$ cat src/hw/hsrc_pkg.sv
package hsrc_pkg;

  // ----------------------------------------------------------------
  // Timing
  // ----------------------------------------------------------------
  localparam int CLK_PERIOD_NS = 20;
  localparam int GATE_TIME_NS = 20480;
  localparam int GATE_CYC = (GATE_TIME_NS + CLK_PERIOD_NS - 1) / CLK_PERIOD_NS;
  localparam int GATE_W = 11;
  localparam logic [GATE_W-1:0] GATE_LAST = GATE_W'(GATE_CYC - 1);

  // ----------------------------------------------------------------
  // Counts and widths
  // ----------------------------------------------------------------
  localparam int CNT_W = 12;
  localparam logic [CNT_W-1:0] CNT_MAX = 12'hFFF;
  localparam logic [CNT_W-1:0] LOCK_TOL = 12'h002;
  localparam int RATE_W = 17;
  localparam logic [RATE_W-1:0] TX_MULT = 17'h00014;
  localparam int WORD_W = 20;
  localparam int BASE_W = 16;
  localparam int EXTRA_W = 4;
  localparam int COMP_W = 10;
  localparam int LUMA_LSB = 10;
  localparam int CHROMA_LSB = 0;

  // ----------------------------------------------------------------
  // Reset values
  // ----------------------------------------------------------------
  localparam logic PAIR_RST = 1'b0;
  localparam logic [1:0] ACTIVE_RST = 2'h0;
  localparam logic [WORD_W-1:0] WORD_RST = 20'h00000;
  localparam logic [COMP_W-1:0] COMP_RST = 10'h000;
  localparam logic [RATE_W-1:0] RATE_RST = 17'h00000;
  localparam logic [CNT_W-1:0] CNT_RST = 12'h000;
  localparam logic [GATE_W-1:0] GATE_RST = 11'h000;

endpackage : hsrc_pkg

$ cat src/hw/hsrc_edge_meter.sv
`timescale 1ns/10ps
module hsrc_edge_meter (
  input wire logic clk,
  input wire logic rst_n,
  input wire logic raw_in,
  input wire logic win_end,
  input wire logic clear,
  output logic level,
  output logic rise,
  output logic [hsrc_pkg::CNT_W-1:0] meas
);

  typedef struct packed {
    logic s1;
    logic s2;
    logic s3;
    logic rise;
    logic [hsrc_pkg::CNT_W-1:0] cnt;
    logic [hsrc_pkg::CNT_W-1:0] meas;
  } hsrc_meter_t;

  hsrc_meter_t m_q;
  hsrc_meter_t m_d;

  // ----------------------------------------------------------------
  // Synchroniser, edge finder and per-window edge count
  // ----------------------------------------------------------------
  always_comb begin
    m_d = m_q;
    m_d.s1 = raw_in;
    m_d.s2 = m_q.s1;
    m_d.s3 = m_q.s2;
    m_d.rise = m_q.s2 & ~m_q.s3;
    if (clear) begin
      m_d.cnt = hsrc_pkg::CNT_RST;
      m_d.meas = hsrc_pkg::CNT_RST;
    end else if (win_end) begin
      m_d.meas = m_q.cnt;
      m_d.cnt = m_q.rise ? 12'h001 : hsrc_pkg::CNT_RST;
    end else if (m_q.rise && m_q.cnt != hsrc_pkg::CNT_MAX) begin
      m_d.cnt = m_q.cnt + 12'h001;
    end
  end

  always_ff @(posedge clk or negedge rst_n) begin
    if (!rst_n) begin
      m_q <= '0;
    end else begin
      m_q <= m_d;
    end
  end

  assign level = m_q.s3;
  assign rise = m_q.rise;
  assign meas = m_q.meas;

endmodule : hsrc_edge_meter

$ cat src/hw/hsrc_rx_clocking.sv
`timescale 1ns/10ps
module hsrc_rx_clocking (
  input wire logic REF_CLK,
  input wire logic RST_N,
  input wire logic REF_INPUT_A,
  input wire logic REF_INPUT_B,
  input wire logic REF_INPUT_C,
  input wire logic REF_INPUT_D,
  input wire logic REF_PAIR_SEL,
  input wire logic RECONFIG,
  input wire logic REF_SEL,
  input wire logic DEC_BYPASS,
  input wire logic LINK_CLK,
  input wire logic [hsrc_pkg::WORD_W-1:0] LINK_WORD,
  output logic [1:0] ACTIVE_REF,
  output logic CDR_LOCKED,
  output logic RECOVERED_WORD_CLOCK,
  output logic [hsrc_pkg::RATE_W-1:0] TX_BIT_RATE,
  output logic [hsrc_pkg::WORD_W-1:0] RX_PARALLEL_WORD,
  output logic [hsrc_pkg::COMP_W-1:0] RX_LUMA,
  output logic [hsrc_pkg::COMP_W-1:0] RX_CHROMA,
  output logic RX_WORD_VALID
);

  typedef struct packed {
    logic pair;
    logic [1:0] active;
    logic [hsrc_pkg::GATE_W-1:0] gate;
    logic win_end;
    logic eval;
    logic clear;
    logic locked;
    logic rec_clk;
    logic [hsrc_pkg::RATE_W-1:0] tx_rate;
    logic [hsrc_pkg::WORD_W-1:0] ld1;
    logic [hsrc_pkg::WORD_W-1:0] ld2;
    logic [hsrc_pkg::WORD_W-1:0] word;
    logic [hsrc_pkg::COMP_W-1:0] luma;
    logic [hsrc_pkg::COMP_W-1:0] chroma;
    logic valid;
  } hsrc_top_t;

  hsrc_top_t r_q;
  hsrc_top_t r_d;

  logic ref_raw;
  logic ref_level;
  logic ref_rise;
  logic link_level;
  logic link_rise;
  logic [hsrc_pkg::CNT_W-1:0] ref_meas;
  logic [hsrc_pkg::CNT_W-1:0] link_meas;

  function automatic logic [hsrc_pkg::RATE_W-1:0] times_mult(input logic [hsrc_pkg::CNT_W-1:0] c);
    times_mult = hsrc_pkg::RATE_W'(c) * hsrc_pkg::TX_MULT;
  endfunction : times_mult

  function automatic logic [hsrc_pkg::CNT_W-1:0] abs_diff(input logic [hsrc_pkg::CNT_W-1:0] a,
                                                          input logic [hsrc_pkg::CNT_W-1:0] b);
    abs_diff = (a > b) ? (a - b) : (b - a);
  endfunction : abs_diff

  // ----------------------------------------------------------------
  // Reference selection
  // ----------------------------------------------------------------
  // One selection feeds both the rate multiplier and the recovery loop
  always_comb begin
    case (r_q.active)
      2'h0: ref_raw = REF_INPUT_A;
      2'h1: ref_raw = REF_INPUT_B;
      2'h2: ref_raw = REF_INPUT_C;
      default: ref_raw = REF_INPUT_D;
    endcase
  end

  hsrc_edge_meter u_ref_meter (
    .clk(REF_CLK),
    .rst_n(RST_N),
    .raw_in(ref_raw),
    .win_end(r_q.win_end),
    .clear(r_q.clear),
    .level(ref_level),
    .rise(ref_rise),
    .meas(ref_meas)
  );

  hsrc_edge_meter u_link_meter (
    .clk(REF_CLK),
    .rst_n(RST_N),
    .raw_in(LINK_CLK),
    .win_end(r_q.win_end),
    .clear(r_q.clear),
    .level(link_level),
    .rise(link_rise),
    .meas(link_meas)
  );

  // ----------------------------------------------------------------
  // Next state
  // ----------------------------------------------------------------
  always_comb begin
    logic [1:0] want;
    logic rec_rise;
    logic [hsrc_pkg::WORD_W-1:0] cap;
    want = 2'h0;
    rec_rise = 1'b0;
    cap = hsrc_pkg::WORD_RST;
    r_d = r_q;
    r_d.ld1 = LINK_WORD;
    r_d.ld2 = r_q.ld1;
    r_d.win_end = 1'b0;
    r_d.eval = r_q.win_end;
    r_d.clear = 1'b0;
    r_d.valid = 1'b0;
    // The pair only moves on a reconfiguration
    if (RECONFIG) begin
      r_d.pair = REF_PAIR_SEL;
    end
    want = {r_d.pair, REF_SEL};
    if (want != r_q.active) begin
      r_d.active = want;
      r_d.clear = 1'b1;
      r_d.locked = 1'b0;
      r_d.eval = 1'b0;
      r_d.gate = hsrc_pkg::GATE_RST;
    end else if (r_q.gate == hsrc_pkg::GATE_LAST) begin
      r_d.gate = hsrc_pkg::GATE_RST;
      r_d.win_end = 1'b1;
    end else begin
      r_d.gate = r_q.gate + 11'h001;
    end
    // Lock needs a live reference close to the incoming word rate
    if (r_q.eval && !r_d.clear) begin
      r_d.tx_rate = times_mult(ref_meas);
      r_d.locked = (ref_meas != hsrc_pkg::CNT_RST) && (link_meas != hsrc_pkg::CNT_RST) &&
                   (abs_diff(ref_meas, link_meas) <= hsrc_pkg::LOCK_TOL);
    end
    // Recovered clock follows the stream when locked, else the reference
    r_d.rec_clk = r_q.locked ? link_level : ref_level;
    rec_rise = r_q.locked ? link_rise : ref_rise;
    if (rec_rise) begin
      cap[hsrc_pkg::BASE_W-1:0] = r_q.ld2[hsrc_pkg::BASE_W-1:0];
      cap[hsrc_pkg::WORD_W-1:hsrc_pkg::BASE_W] = DEC_BYPASS ? r_q.ld2[hsrc_pkg::WORD_W-1:hsrc_pkg::BASE_W] :
                                                 4'h0;
      r_d.word = cap;
      r_d.luma = cap[hsrc_pkg::LUMA_LSB +: hsrc_pkg::COMP_W];
      r_d.chroma = cap[hsrc_pkg::CHROMA_LSB +: hsrc_pkg::COMP_W];
      r_d.valid = 1'b1;
    end
  end

  always_ff @(posedge REF_CLK or negedge RST_N) begin
    if (!RST_N) begin
      r_q <= '0;
      r_q.pair <= hsrc_pkg::PAIR_RST;
      r_q.active <= hsrc_pkg::ACTIVE_RST;
    end else begin
      r_q <= r_d;
    end
  end

  assign ACTIVE_REF = r_q.active;
  assign CDR_LOCKED = r_q.locked;
  assign RECOVERED_WORD_CLOCK = r_q.rec_clk;
  assign TX_BIT_RATE = r_q.tx_rate;
  assign RX_PARALLEL_WORD = r_q.word;
  assign RX_LUMA = r_q.luma;
  assign RX_CHROMA = r_q.chroma;
  assign RX_WORD_VALID = r_q.valid;
endmodule : hsrc_rx_clocking

$ cat config.mk
export PLATFORM = sky130hd
export DESIGN_NAME = hsrc_rx_clocking
export DESIGN_NICKNAME = d
export VERILOG_FILES = /design/src/hw/hsrc_pkg.sv /design/src/hw/hsrc_edge_meter.sv /design/src/hw/hsrc_rx_clocking.sv
export SDC_FILE = /design/constraint.sdc
export NUM_CORES = 1
export LEC_CHECK = 0
export BUFFER_PORTS_ARGS = -buffer_cell sky130_fd_sc_hd__buf_4
export CORE_MARGIN = 3
export CORE_UTILIZATION = 66
export CTS_BUF_LIST = sky130_fd_sc_hd__clkbuf_4 sky130_fd_sc_hd__clkbuf_8
export DETAILED_ROUTE_END_ITERATION = 6
export PLACE_DENSITY = 0.95
export SYNTH_ARGS = -nofsm -noshare
export SYNTH_HDL_FRONTEND = slang
export SYNTH_HIERARCHICAL = 1
export SYNTH_SLANG_ARGS = --single-unit
$ cat constraint.sdc
create_clock -name REF_CLK -period 4.6 [get_ports REF_CLK]
set_input_delay 0 -clock REF_CLK [delete_from_list [all_inputs] [get_ports REF_CLK]]
set_output_delay 0 -clock REF_CLK [all_outputs]
set_load 0.005 [all_outputs]
# ---- Word level (Yosys, flattened, before mapping)
# Cells that the tools add are included.
# Widths: inputs -> output; s select.
dict set report op_classes {
  n_addsub 5
  n_mul 1
  n_lt_le_gt_ge 2
  eq_ne 6
  muxes 23
  bitwise_logic 4
  n_reduce_logical 13
}
# op count
set op_table {}
lappend op_table {{$mux 12} 7}
lappend op_table {{$mux 24} 2}
lappend op_table {{$add 12x1->12 const B} 2}
lappend op_table {{$ne 12x12->1 const B} 2}
lappend op_table {{$reduce_bool 12->1} 2}
lappend op_table {{$sub 12x12->12} 2}
lappend op_table {{$mux 11} 2}
lappend op_table {{$mul 12x3->15 const B} 1}
lappend op_table {{$gt 12x12->1} 1}
lappend op_table {{$le 12x2->1 const B} 1}
lappend op_table {{$add 11x1->11 const B} 1}
lappend op_table {{$eq 11x10->1 const B} 1}
lappend op_table {{$mux 1} 9}
lappend op_table {{$reduce_bool 3->1} 2}
lappend op_table {{$logic_and 1x1->1} 5}
lappend op_table {{$mux 4} 1}
lappend op_table {{$reduce_bool 2->1} 2}
lappend op_table {{$mux 3} 1}
lappend op_table {{$pmux 1 s3} 1}
lappend op_table {{$and 1x1->1} 2}
lappend op_table {{$eq 2x1->1 const B} 1}
lappend op_table {{$eq 2x2->1 const B} 1}
lappend op_table {{$logic_not 2->1} 1}
lappend op_table {{$ne 2x2->1} 1}
lappend op_table {{other kinds (2)} 3}
dict set report word_totals {
  register_bits 171
  word_cells 81
}

# ---- Longest topological paths before layout
# Gate-level depths: netlist of the first run.
dict set report logic_depth {
  word_depth 6
  depth_mapped 13
}

# ---- Hierarchy
# Netlist of the first run, hierarchy kept.
# mod n_inst cells_per_inst area_each_um2 seq_area_each_um2
set modules_own_cells {}
lappend modules_own_cells {hsrc_rx_clocking 1 533 5501.5 2377.3}
lappend modules_own_cells {hsrc_edge_meter 2 125 1366.3 700.7}

# ---- Worst setup path after synthesis of the first run
# No wires, ideal clock.
dict set report synth_path {
  path_kind {reg2reg}
  from {register u_ref_meter.m_q (netlist bit u_ref_meter/meas[0])}
  to {register r_q (netlist bit CDR_LOCKED)}
  setup_ns 0.073
  t_arrival_ns 2.729
  setup_slack_ns 1.798
  stages_incl_launch_ff 13
  period_less_slack_ns 2.802
  cell_sequence {dfrtp_1 buf_4 inv_1 ha_1 fa_1 nand2b_1 a21oi_1 a31oi_1 o311ai_0 nand3_1 or4_1 a21o_1 a21oi_2}
}
dict set report synth_via {
  elab_chain_cells 5
}
# item line
set synth_lines {}
lappend synth_lines {{from (decl)} hsrc_edge_meter.sv:22} ;# hsrc_meter_t m_q;
lappend synth_lines {{from (signal assigned)} hsrc_edge_meter.sv:49} ;# m_q <= m_d;
lappend synth_lines {{$sub 12x12->12 / $gt 12x12->1 (equally long branches)} hsrc_rx_clocking.sv:60} ;# abs_diff = (a > b) ? (a - b) : (b - a);
lappend synth_lines {{$mux 12} hsrc_rx_clocking.sv:60}
lappend synth_lines {{$le 12x2->1} hsrc_rx_clocking.sv:136} ;# (abs_diff(ref_meas, link_meas) <= hsrc_pkg::LOCK_TOL);
lappend synth_lines {{$logic_and 1x1->1 *} hsrc_rx_clocking.sv:135} ;# r_d.locked = (ref_meas != hsrc_pkg::CNT_RST) && (link_meas != hsrc_pkg::CNT_RST) &&
lappend synth_lines {{$mux 1 *} hsrc_rx_clocking.sv:133} ;# if (r_q.eval && !r_d.clear) begin
lappend synth_lines {{to (signal assigned)} hsrc_rx_clocking.sv:158} ;# r_q <= r_d;
lappend synth_lines {{to (decl)} hsrc_rx_clocking.sv:43} ;# hsrc_top_t r_q;
# Every way passes the cells marked *; elsewhere a longest branch is shown, timed or not.
# A chain may end at the register's enable or synchronous reset.

# ---- Worst setup path in the final report of the first run
# Same ends and word-level chain as after synthesis.

==> results of run 1 <==
[routing by layer]
layer  wire length, µm  vias to the layer above
met4              1060                        0
li1                  -                     2746
met1              7860                     3137
met5                 0                        -
met3              1440                      100
met2             11300                      388
[timing repair]
action	CTS	global route
endpoints found under the hold margin	139	0
hold buffers	29	0
setup buffers	0	0
[worst paths after layout]
path	from	to	slack (ns)	depth (start not counted)
min	LINK_WORD[12]	r_d[53]$_DFF_PN0_	0.18	2
max reg2reg	u_ref_meter/meas[0]$_DFFE_PN0P_	CDR_LOCKED$_DFFE_PN0P_	1.39	11
max in group asynchronous	RST_N	u_ref_meter/meas[0]$_DFFE_PN0P_	3.21	3
min reg2reg	r_d[43]$_DFF_PN0_	r_q[43]$_DFF_PN0_	0.35	0
max	u_ref_meter/meas[0]$_DFFE_PN0P_	CDR_LOCKED$_DFFE_PN0P_	1.39	11
min in group asynchronous	RST_N	RX_PARALLEL_WORD[19]$_DFFE_PN0P_	0.23	2
[critical path: cells and delay by family, from the launching register on]
family,cells,cell delay (ns)
buffers and inverters,1,0.11
AO/OA/AOI/OAI,5,1.12
adder cells (fa/ha/maj),2,0.68
AND/OR/NAND/NOR,3,0.79
flip-flops,1,0.45
[logic make-up (layout without fill, tap and decap cells)]
logic type	after synthesis	count (layout)	synth area share (%)
compound gates	143	143	11.9
xor+xnor	24	24	2.55
fa+ha+maj	49	49	7.72
buf+inv	149	197	10.8
flops	151	151	45.9
mux	53	53	6.96
other cells	1	2	0.0455
simple gates	213	213	14.0
[cell usage in the layout (no fill, tap or decap), types with 3 or more instances in the layout]
cell type      Yosys  routed
xor2_1            13      13
o41ai_1            3       3
nor3_1             7       7
a21oi_1           34      34
o211ai_1           4       4
fa_1               3       3
inv_1             41      41
a31oi_1           14      14
clkinv_4           0       3
o21ai_0           30      30
clkbuf_8           0      17
o31ai_1            5       5
dlygate4sd3_1      0      29
a21o_1             8       8
nand4_1           13      13
nor2b_1           11      11
inv_8              0       4
o21ai_1            7       7
or4_1              5       5
mux2i_1           28      27
buf_4             85      93
clkinv_8           0       3
mux2_2            24      24
nand3_1           20      20
ha_1              46      46
inv_6              0       3
nand2_1           47      47
and4_1             3       3
and3_1             8       8
nor2_1            53      53
nor4_1             8       8
or3_1              7       7
xnor2_1           11      11
nand2b_1           5       5
o21bai_1           6       6
nor3b_1            5       5
dfrtp_1          151     151
or4b_1             4       4
a211oi_1           5       5
[per-stage QoR]
stage,cells,area (µm²),utilization (%)
after floorplan,784,8240,-
after global placement,939,8430,69.6
after detailed placement,939,8430,69.6
after CTS,1000,9130,75.4
after global routing,1000,9130,75.4
final,1000,9130,75.4
[report_power, final]
part / switching (µW) / internal [µW] / total, µW
clock: 611 / 462 / 1070
sequential: 77.9 / 1410 / 1490
combinational: 177 / 210 / 386
[sequential cells by signal, indices dropped and copies added, names as in the netlist]
register,count
u_link_meter/level,1
r_d,20
u_link_meter/m_q,12
u_ref_meter/rise,1
u_ref_meter/level,1
u_ref_meter/m_q,12
r_q,35
RECOVERED_WORD_CLOCK,1
ACTIVE_REF,2
u_ref_meter/m_d,2
CDR_LOCKED,1
RX_PARALLEL_WORD,20
TX_BIT_RATE,15
RX_WORD_VALID,1
u_link_meter/rise,1
u_link_meter/m_d,2
u_link_meter/meas,12
u_ref_meter/meas,12
[area by class of cell]
type                    instances  area [µm²]
well taps                     168         210
fillers                       728        2980
clock inverters                15         184
inverters                      42         158
repair buffers                123        1000
clock buffers                  17         234
flip-flops and latches        151        3780
multi-input cells             484        3570
[cell usage after synthesis (7+ instances only)]
cell type  number  area share (%)
a21o_1          8            0.73
a21oi_1        34             2.1
a31oi_1        14             1.1
and3_1          8            0.61
buf_4          85             7.7
clkbuf_1       15            0.68
dfrtp_1       151              46
ha_1           46             7.0
inv_1          41             1.9
mux2_2         24             3.3
mux2i_1        28             3.4
nand2_1        47             2.1
nand3_1        20             1.2
nand4_1        13            0.99
nor2_1         53             2.4
nor2b_1        11            0.84
nor3_1          7            0.43
nor4_1          8            0.61
o21ai_0        30             1.8
o21ai_1         7            0.43
or3_1           7            0.53
xnor2_1        11             1.2
xor2_1         13             1.4
==> impl_metrics.ini, run 1 <==
[grt]
grt_use_met2_pct = 57.2
grt_pass1_vias = 6623
overflow = 0
grt_usage_pct = 32.3
use_met3_pct = 5.62
grt_pass1_wl_mm = 35.4
busiest_layer = met2
grt_max_degree = 112
use_met1_pct = 37.7
grt_antenna_before_repair = 0

[floorplanning]
dieArea_mm2 = 0.0139
dieHeight_um = 118
initial_utilization_pct = 68.0
ios = 93
rows = 40
die_w_um = 118
core_mm2 = 0.0121

[clock_network]
clk_pin_slew_ns = 0.10
cts_sinks = 151
cts_resized = 0
clockBufferDepth = 2
cts_tree = yes
ctsRootBufferMaster = clkbuf_8
cts_buffers = 17
insertion_delay_ns = 0.46
htreeDepth = 4

[timing]
report.final.slew_viol_count = 0
fin_skew_ns = 0.0215
setup-tns-final_ns = 0
relSlewSlack_pct = 34.4
hold_violations = 0
whs_ns = 0.177
period_minus_slack_ns = 3.21
fin_ws_ns = 1.39
rsz0062_at_grt = no
tightest_slew_ns = 0.983
finalSetupViolations = 0
final.period_utilization_pct = 69.8
fmax_mhz = 312

[critical_path]
cp_data_required_time_ns = 4.99
slowest_stage = or4_1
startpoint_type = register
path_cells = inv_1, ha_1, fa_1, nand2b_1, a21oi_1, a31oi_1, o311ai_0, nand3_1, or4_1, a21o_1, a21oi_2
arrival_ns = 3.60
worstPathMaxFanout = 5
path_class = reg2reg
cp_slowest_stage_delay_ns = 0.51
crit_path_end_kind = register

[route]
drc = 0
avgRoutedWirePerCell_um = 21.7
dr.first_iter.drc_count = 659
route.antenna.remaining_nets = 0
vias_per_cell = 6.37
wl_mm = 21.7
num_vias = 6371
dr.pass1.iters = 6

[pwr]
peakVddDrop_mv = 0.295
power.leakage_uw = 0.00417
p_per_area_mw_per_mm2 = 323
total_power_uw = 2950

[cells_and_area]
diodes = 0
syn_to_final_growth_pct = 10.9
nets = 899
final_layout_size_suffix_gt1_share_pct = 21.4

[synthesis]
syn_inst = 783
yosysWarnings = 6
synth.distinct_cells = 69
synth.cell_area_mm2 = 0.00823
ys_async_sr_fraction_pct = 100
ys.flop_type = dfrtp_1
ys_seq_area_share_pct = 45.9
synth_edf_count = 0
avgSynthCellArea_um2 = 10.5
ys_ff_latch = 151

[place]
gp_congestion = 1.00
dpl_worst_slack_ns = 1.52
hpwl_mm = 13.5
port_buffers = 90

[worst_hold_path]
hold_path.class = in2reg

[run]
maxCapViolations = 0

[status]
status = completed
(Power assumes the default switching activity.)
==> inputs of run 2 (changes only) <==
Settings changed: CORE_UTILIZATION 66 to 61, PLACE_DENSITY 0.95 to 0.9.
Clock period 4.6 ns to 3.2 ns, I/O delays scaled along.
==> run 2 against run 1 <==
  * Clock skew about the same
  * Sequential share of layout area down 0.38 points
  * Critical path depth unchanged
  * Core utilization down 4.1 points
  * Setup slack worse by 1.3 ns
  * Highest routed layer unchanged
  * Worst hold slack better by 0.0044 ns
  * Largest power group unchanged
  * Fmax up 4.6%
==> impl_metrics.ini, run 2 (synthesis results as in run 1) <==
[grt]
grt_pass1_wl_mm = 32.3
overflow = 0
grt_pass1_vias = 6254
grt_usage_pct = 28.0
grt_antenna_before_repair = 0
grt_max_degree = 98

[timing]
final.period_utilization_pct = 95.9
fmax_mhz = 326
fin_skew_ns = 0.0214
tightest_slew_ns = 0.909
rsz0062_at_grt = yes
relSlewSlack_pct = 39.4
period_minus_slack_ns = 3.07
report.final.slew_viol_count = 0
setup-tns-final_ns = 0
finalSetupViolations = 0
hold_violations = 0
fin_ws_ns = 0.132

[floorplanning]
dieHeight_um = 122
dieArea_mm2 = 0.0149
rows = 41
core_mm2 = 0.0129
die_w_um = 122
ios = 93
initial_utilization_pct = 63.7

[cells_and_area]
layout_commonest_cell = dfrtp_1
finish.utilization_pct = 71.3
nets = 912
largest_reg_flops = 35
stdcell_area_mm2 = 0.00922
final_cell_mix = dfrtp_1, buf_4, nor2_1, nand2_1, ha_1
top_register = r_q
final_layout_size_suffix_gt1_share_pct = 22.7
nFillCells = 880
syn_to_final_growth_pct = 12.0
diodes = 0

[route]
avgRoutedWirePerCell_um = 19.3
route.antenna.remaining_nets = 0
drc = 0
wl_mm = 19.6
vias_per_cell = 5.99
num_vias = 6091
dr.pass1.iters = 5
dr.first_iter.drc_count = 491

[critical_path]
arrival_ns = 3.44
r2r_cells = 11
startpoint_type = register
r2r_end = CDR_LOCKED$_DFFE_PN0P_
crit_path_end_kind = register
r2r-start = u_ref_meter/meas[0]$_DFFE_PN0P_
worstPathMaxFanout = 5
r2r_slack_ns = 0.13
cp_data_required_time_ns = 3.57
path_class = reg2reg

[place]
dpl-instance-area_mm2 = 0.00853
port_buffers = 90
hpwl_mm = 12.8
dpl_worst_slack_ns = 0.150
gp_congestion = 1.02

[worst_hold_path]
hold_path.class = in2async

[clock_network]
htreeDepth = 4
cts_buffers = 17
ctsRootBufferMaster = clkbuf_8
post_cts_buffers = 0
cts_sinks = 151
clk_pin_slew_ns = 0.10
cts_tree = yes
clockBufferDepth = 2
insertion_delay_ns = 0.45

[pwr]
peakVddDrop_mv = 0.416
p_per_area_mw_per_mm2 = 448
power.leakage_uw = 0.00423

[status]
status = completed

[run]
maxCapViolations = 0
[run 2: layer usage]
| layer | GRT usage, % | up-vias | routed length [µm] |
|---|---|---|---|
| li1 | - | 2780 | - |
| met5 | 0 | - | 0 |
| met4 | 13.9 | 0 | 808 |
| met1 | 33.8 | 2991 | 7550 |
| met3 | 5.85 | 62 | 1340 |
| met2 | 47.7 | 258 | 9930 |
[run 2: final cells by class]
cell class | instances | area (µm²) | share of cell area, %
clock inverters | 13 | 135 | 1.47
inverters | 42 | 158 | 1.71
repair buffers | 136 | 1100 | 11.9
multi-input cells | 484 | 3570 | 38.8
well taps | 172 | 215 | 2.33
flip-flops and latches | 151 | 3780 | 41.0
clock buffers | 19 | 262 | 2.84
[run 2: worst max-delay path by stage]
stage | start | to | slack (ns) | cells after the start
6_report | u_ref_meter/meas[0]$_DFFE_PN0P_ | CDR_LOCKED$_DFFE_PN0P_ | 0.13 | 11
5_1_grt | u_ref_meter/meas[0]$_DFFE_PN0P_ | CDR_LOCKED$_DFFE_PN0P_ | -0.01 | 11
4_1_cts | u_ref_meter/meas[0]$_DFFE_PN0P_ | CDR_LOCKED$_DFFE_PN0P_ | 0.08 | 11
3_5_place_dp | u_ref_meter/meas[0]$_DFFE_PN0P_ | CDR_LOCKED$_DFFE_PN0P_ | 0.15 | 11
3_3_place_gp | u_ref_meter/meas[0]$_DFFE_PN0P_ | CDR_LOCKED$_DFFE_PN0P_ | 0.23 | 11
2_1_floorplan | u_ref_meter/meas[0]$_DFFE_PN0P_ | CDR_LOCKED$_DFFE_PN0P_ | 0.40 | 12
[run 2: per-stage QoR]
stage                     hold slack, ns  cells  power (µW)
after global routing               0.180   1017        4290
after detailed placement           0.110    956        2650
after global placement             0.109    956        2610
final                              0.181   1017        4130
after floorplan                   -0.296    784        2480
after CTS                          0.171   1017        4100
[run 2: power breakdown]
group          internal [µW]  switching (µW)
clock                    682             788
sequential              2020             108
combinational            301             225
total                   3010            1120
[run 2: repair_timing]
item	4_1_cts	5_1_grt
resized for setup	0	2
setup endpoints to repair	0	2
hold buffers	29	0
hold endpoints to repair	124	0
[run 2: worst max-delay path, stage by stage (launching register included)]
cell and delay, ns:
dfrtp_1 0.45, inv_1 0.08, ha_1 0.24, fa_1 0.41, nand2b_1 0.17, a21oi_1 0.24
a31oi_1 0.17, o311ai_1 0.32, nand3_1 0.12, or4_1 0.49, a21o_1 0.19, a21oi_2 0.13
==> inputs of run 3 (changes only) <==
--- a/config.mk
+++ b/config.mk
@@ -8,3 +8,3 @@
 export BUFFER_PORTS_ARGS = -buffer_cell sky130_fd_sc_hd__buf_4
-export CORE_MARGIN = 3
+export CORE_MARGIN = 2
 export CORE_UTILIZATION = 61
==> constraint.sdc (replaced) <==
create_clock -name REF_CLK -period 3.2 [get_ports REF_CLK]
set_input_delay 0.64 -clock REF_CLK [delete_from_list [all_inputs] [get_ports REF_CLK]]
set_output_delay 0.64 -clock REF_CLK [all_outputs]
set_load 0.005 [all_outputs]
==> run 3 against run 2 <==
  * Cell area down 2.5%
  * Via count down 1.4%
  * Flip-flop and latch count unchanged
  * Critical path type unchanged
==> impl_metrics.ini, run 3 (synthesis results as in run 1) <==
[grt]
grt_usage_pct = 26.4
grt_max_degree = 70
overflow = 0
grt_antenna_before_repair = 0
grt_pass1_wl_mm = 29.8
grt_pass1_vias = 5794

[pwr]
p_per_area_mw_per_mm2 = 456
peakVddDrop_mv = 0.595
switching_share_pct = 28.9
internal-power_uw = 2910
comb_power_share_pct = 11.5
p_switching_uw = 1190
p_clk_share_pct = 36.5
power.leakage_uw = 0.00413
pwr-share-seq_pct = 52.0

[timing]
period_minus_slack_ns = 3.09
fmax_mhz = 324
relSlewSlack_pct = 42.0
tightest_slew_ns = 0.870
fin_ws_ns = 0.114
finalSetupViolations = 0
report.final.slew_viol_count = 0
fin_skew_ns = 0.0187
hold_violations = 0
setup-tns-final_ns = 0
final.period_utilization_pct = 96.4
rsz0062_at_grt = no

[cells_and_area]
layout_commonest_cell = dfrtp_1
final_layout_size_suffix_gt1_share_pct = 23.6
largest_reg_flops = 35
finish.utilization_pct = 68.2
top_register = r_q
nets = 885
final_cell_mix = dfrtp_1, buf_4, nor2_1, nand2_1, ha_1
syn_to_final_growth_pct = 9.19
diodes = 0

[critical_path]
cp_slowest_stage_delay_ns = 0.55
path_cells = ha_1, fa_1, nor2_1, a2111oi_2, o211ai_1, nor4_1, o2111ai_1, or4_1, a21o_1, a21oi_2
crit_path_end_kind = register
path_buf_inv = 0
cp_data_required_time_ns = 3.59
slowest_stage = or4_1
startpoint_type = register
arrival_ns = 3.48
worstPathMaxFanout = 4
path_class = reg2reg
cp_top_family = compound AO/OA/AOI/OAI gates

[clock_network]
clockBufferDepth = 2
cts_sinks = 151
clk_pin_slew_ns = 0.11
cts_buffers = 17
htreeDepth = 4
cts_tree = yes
ctsRootBufferMaster = clkbuf_8
cts_hold_buf = 0
insertion_delay_ns = 0.47

[floorplanning]
rows = 42
initial_utilization_pct = 62.4
dieArea_mm2 = 0.0144
ios = 93
die_w_um = 120
dieHeight_um = 120
core_mm2 = 0.0132

[place]
hpwl_mm = 12.6
dpl_worst_slack_ns = 0.183
port_buffers = 90
gp_congestion = 0.938

[route]
avgRoutedWirePerCell_um = 18.3
drc = 0
route.antenna.remaining_nets = 0
num_vias = 6004
wl_mm = 18.2
vias_per_cell = 6.04
dr.pass1.iters = 5
dr.first_iter.drc_count = 521

[status]
status = completed

[worst_hold_path]
hold_path.class = in2async

[run]
maxCapViolations = 0
==> run 3: cell types whose count changed in the layout (fill, tap and decap cells not counted), moves of 2 or more <==
cell,delta
dlygate4sd3_1,-29
inv_8,+2
clkbuf_8,-2
clkinv_8,+6
clkinv_2,-2
inv_6,-2
clkinv_4,-2
==> run 3: final cells by class <==
type	instances	area (µm²)
Fill cell	897	4200
Sequential cell	151	3780
Multi-Input combinational cell	484	3570
Timing Repair Buffer	109	835
Clock buffer	17	234
Tap cell	176	220
Clock inverter	15	196
Inverter	42	158
==> run 3: what timing repair did <==
item,in CTS,in global routing
hold endpoints to repair,0,0
gates resized for setup,0,1
setup buffers,0,0
endpoints found under the setup margin,0,1
==> run 3: path summary, 6_finish.rpt <==
kind	start	endpoint	slack, ns	depth (start not counted)
min	RST_N	r_d[49]$_DFF_PN0_	0.10	1
max	u_link_meter/meas[0]$_DFFE_PN0P_	CDR_LOCKED$_DFFE_PN0P_	0.11	10
min in group REF_CLK	LINK_WORD[14]	r_d[55]$_DFF_PN0_	0.27	1
min reg2reg	u_ref_meter/m_d[26]$_DFF_PN0_	u_ref_meter/m_d[25]$_DFF_PN0_	0.35	0
max reg2reg	u_link_meter/meas[0]$_DFFE_PN0P_	CDR_LOCKED$_DFFE_PN0P_	0.11	10
max in group asynchronous	RST_N	TX_BIT_RATE[10]$_DFFE_PN0P_	2.34	2
==> run 3: power by group through the flow <==
| stage | clock network, µW | registers [µW] | logic (µW) |
|---|---|---|---|
| finish | 1500 | 2130 | 473 |
| global placement | 0 | 2150 | 456 |
| floorplan | 0 | 2120 | 356 |
| detailed placement | 0 | 2160 | 475 |
| CTS | 1530 | 2130 | 481 |
| global route | 1620 | 2150 | 513 |
==> run 3: stage by stage <==
| stage | std cells | power, µW | hold WS (ns) | instance area (µm²) |
|---|---|---|---|---|
| after floorplan | 784 | 2480 | 0.331 | 8240 |
| after global placement | 962 | 2610 | 0.332 | 8560 |
| after detailed placement | 962 | 2640 | 0.335 | 8560 |
| after CTS | 994 | 4140 | 0.0944 | 8990 |
| after global routing | 994 | 4280 | 0.127 | 8990 |
| final | 994 | 4100 | 0.104 | 8990 |
==> run 3: routing by layer <==
| metal | global-route usage [%] | part of all wire (%) | vias up |
|---|---|---|---|
| met4 | 10.6 | 3.5 | 0 |
| met1 | 33.7 | 39 | 2921 |
| met2 | 43.6 | 50 | 290 |
| met3 | 6.23 | 7.1 | 67 |
| li1 | - | - | 2726 |
| met5 | 0 | 0 | - |
==> run 3: worst reg2reg max path: stages (launching register included) <==
cell and delay, ns:
dfrtp_1 0.44, ha_1 0.25, fa_1 0.49, nor2_1 0.05, a2111oi_2 0.34, o211ai_1 0.15
nor4_1 0.26, o2111ai_1 0.18, or4_1 0.55, a21o_1 0.19, a21oi_2 0.13
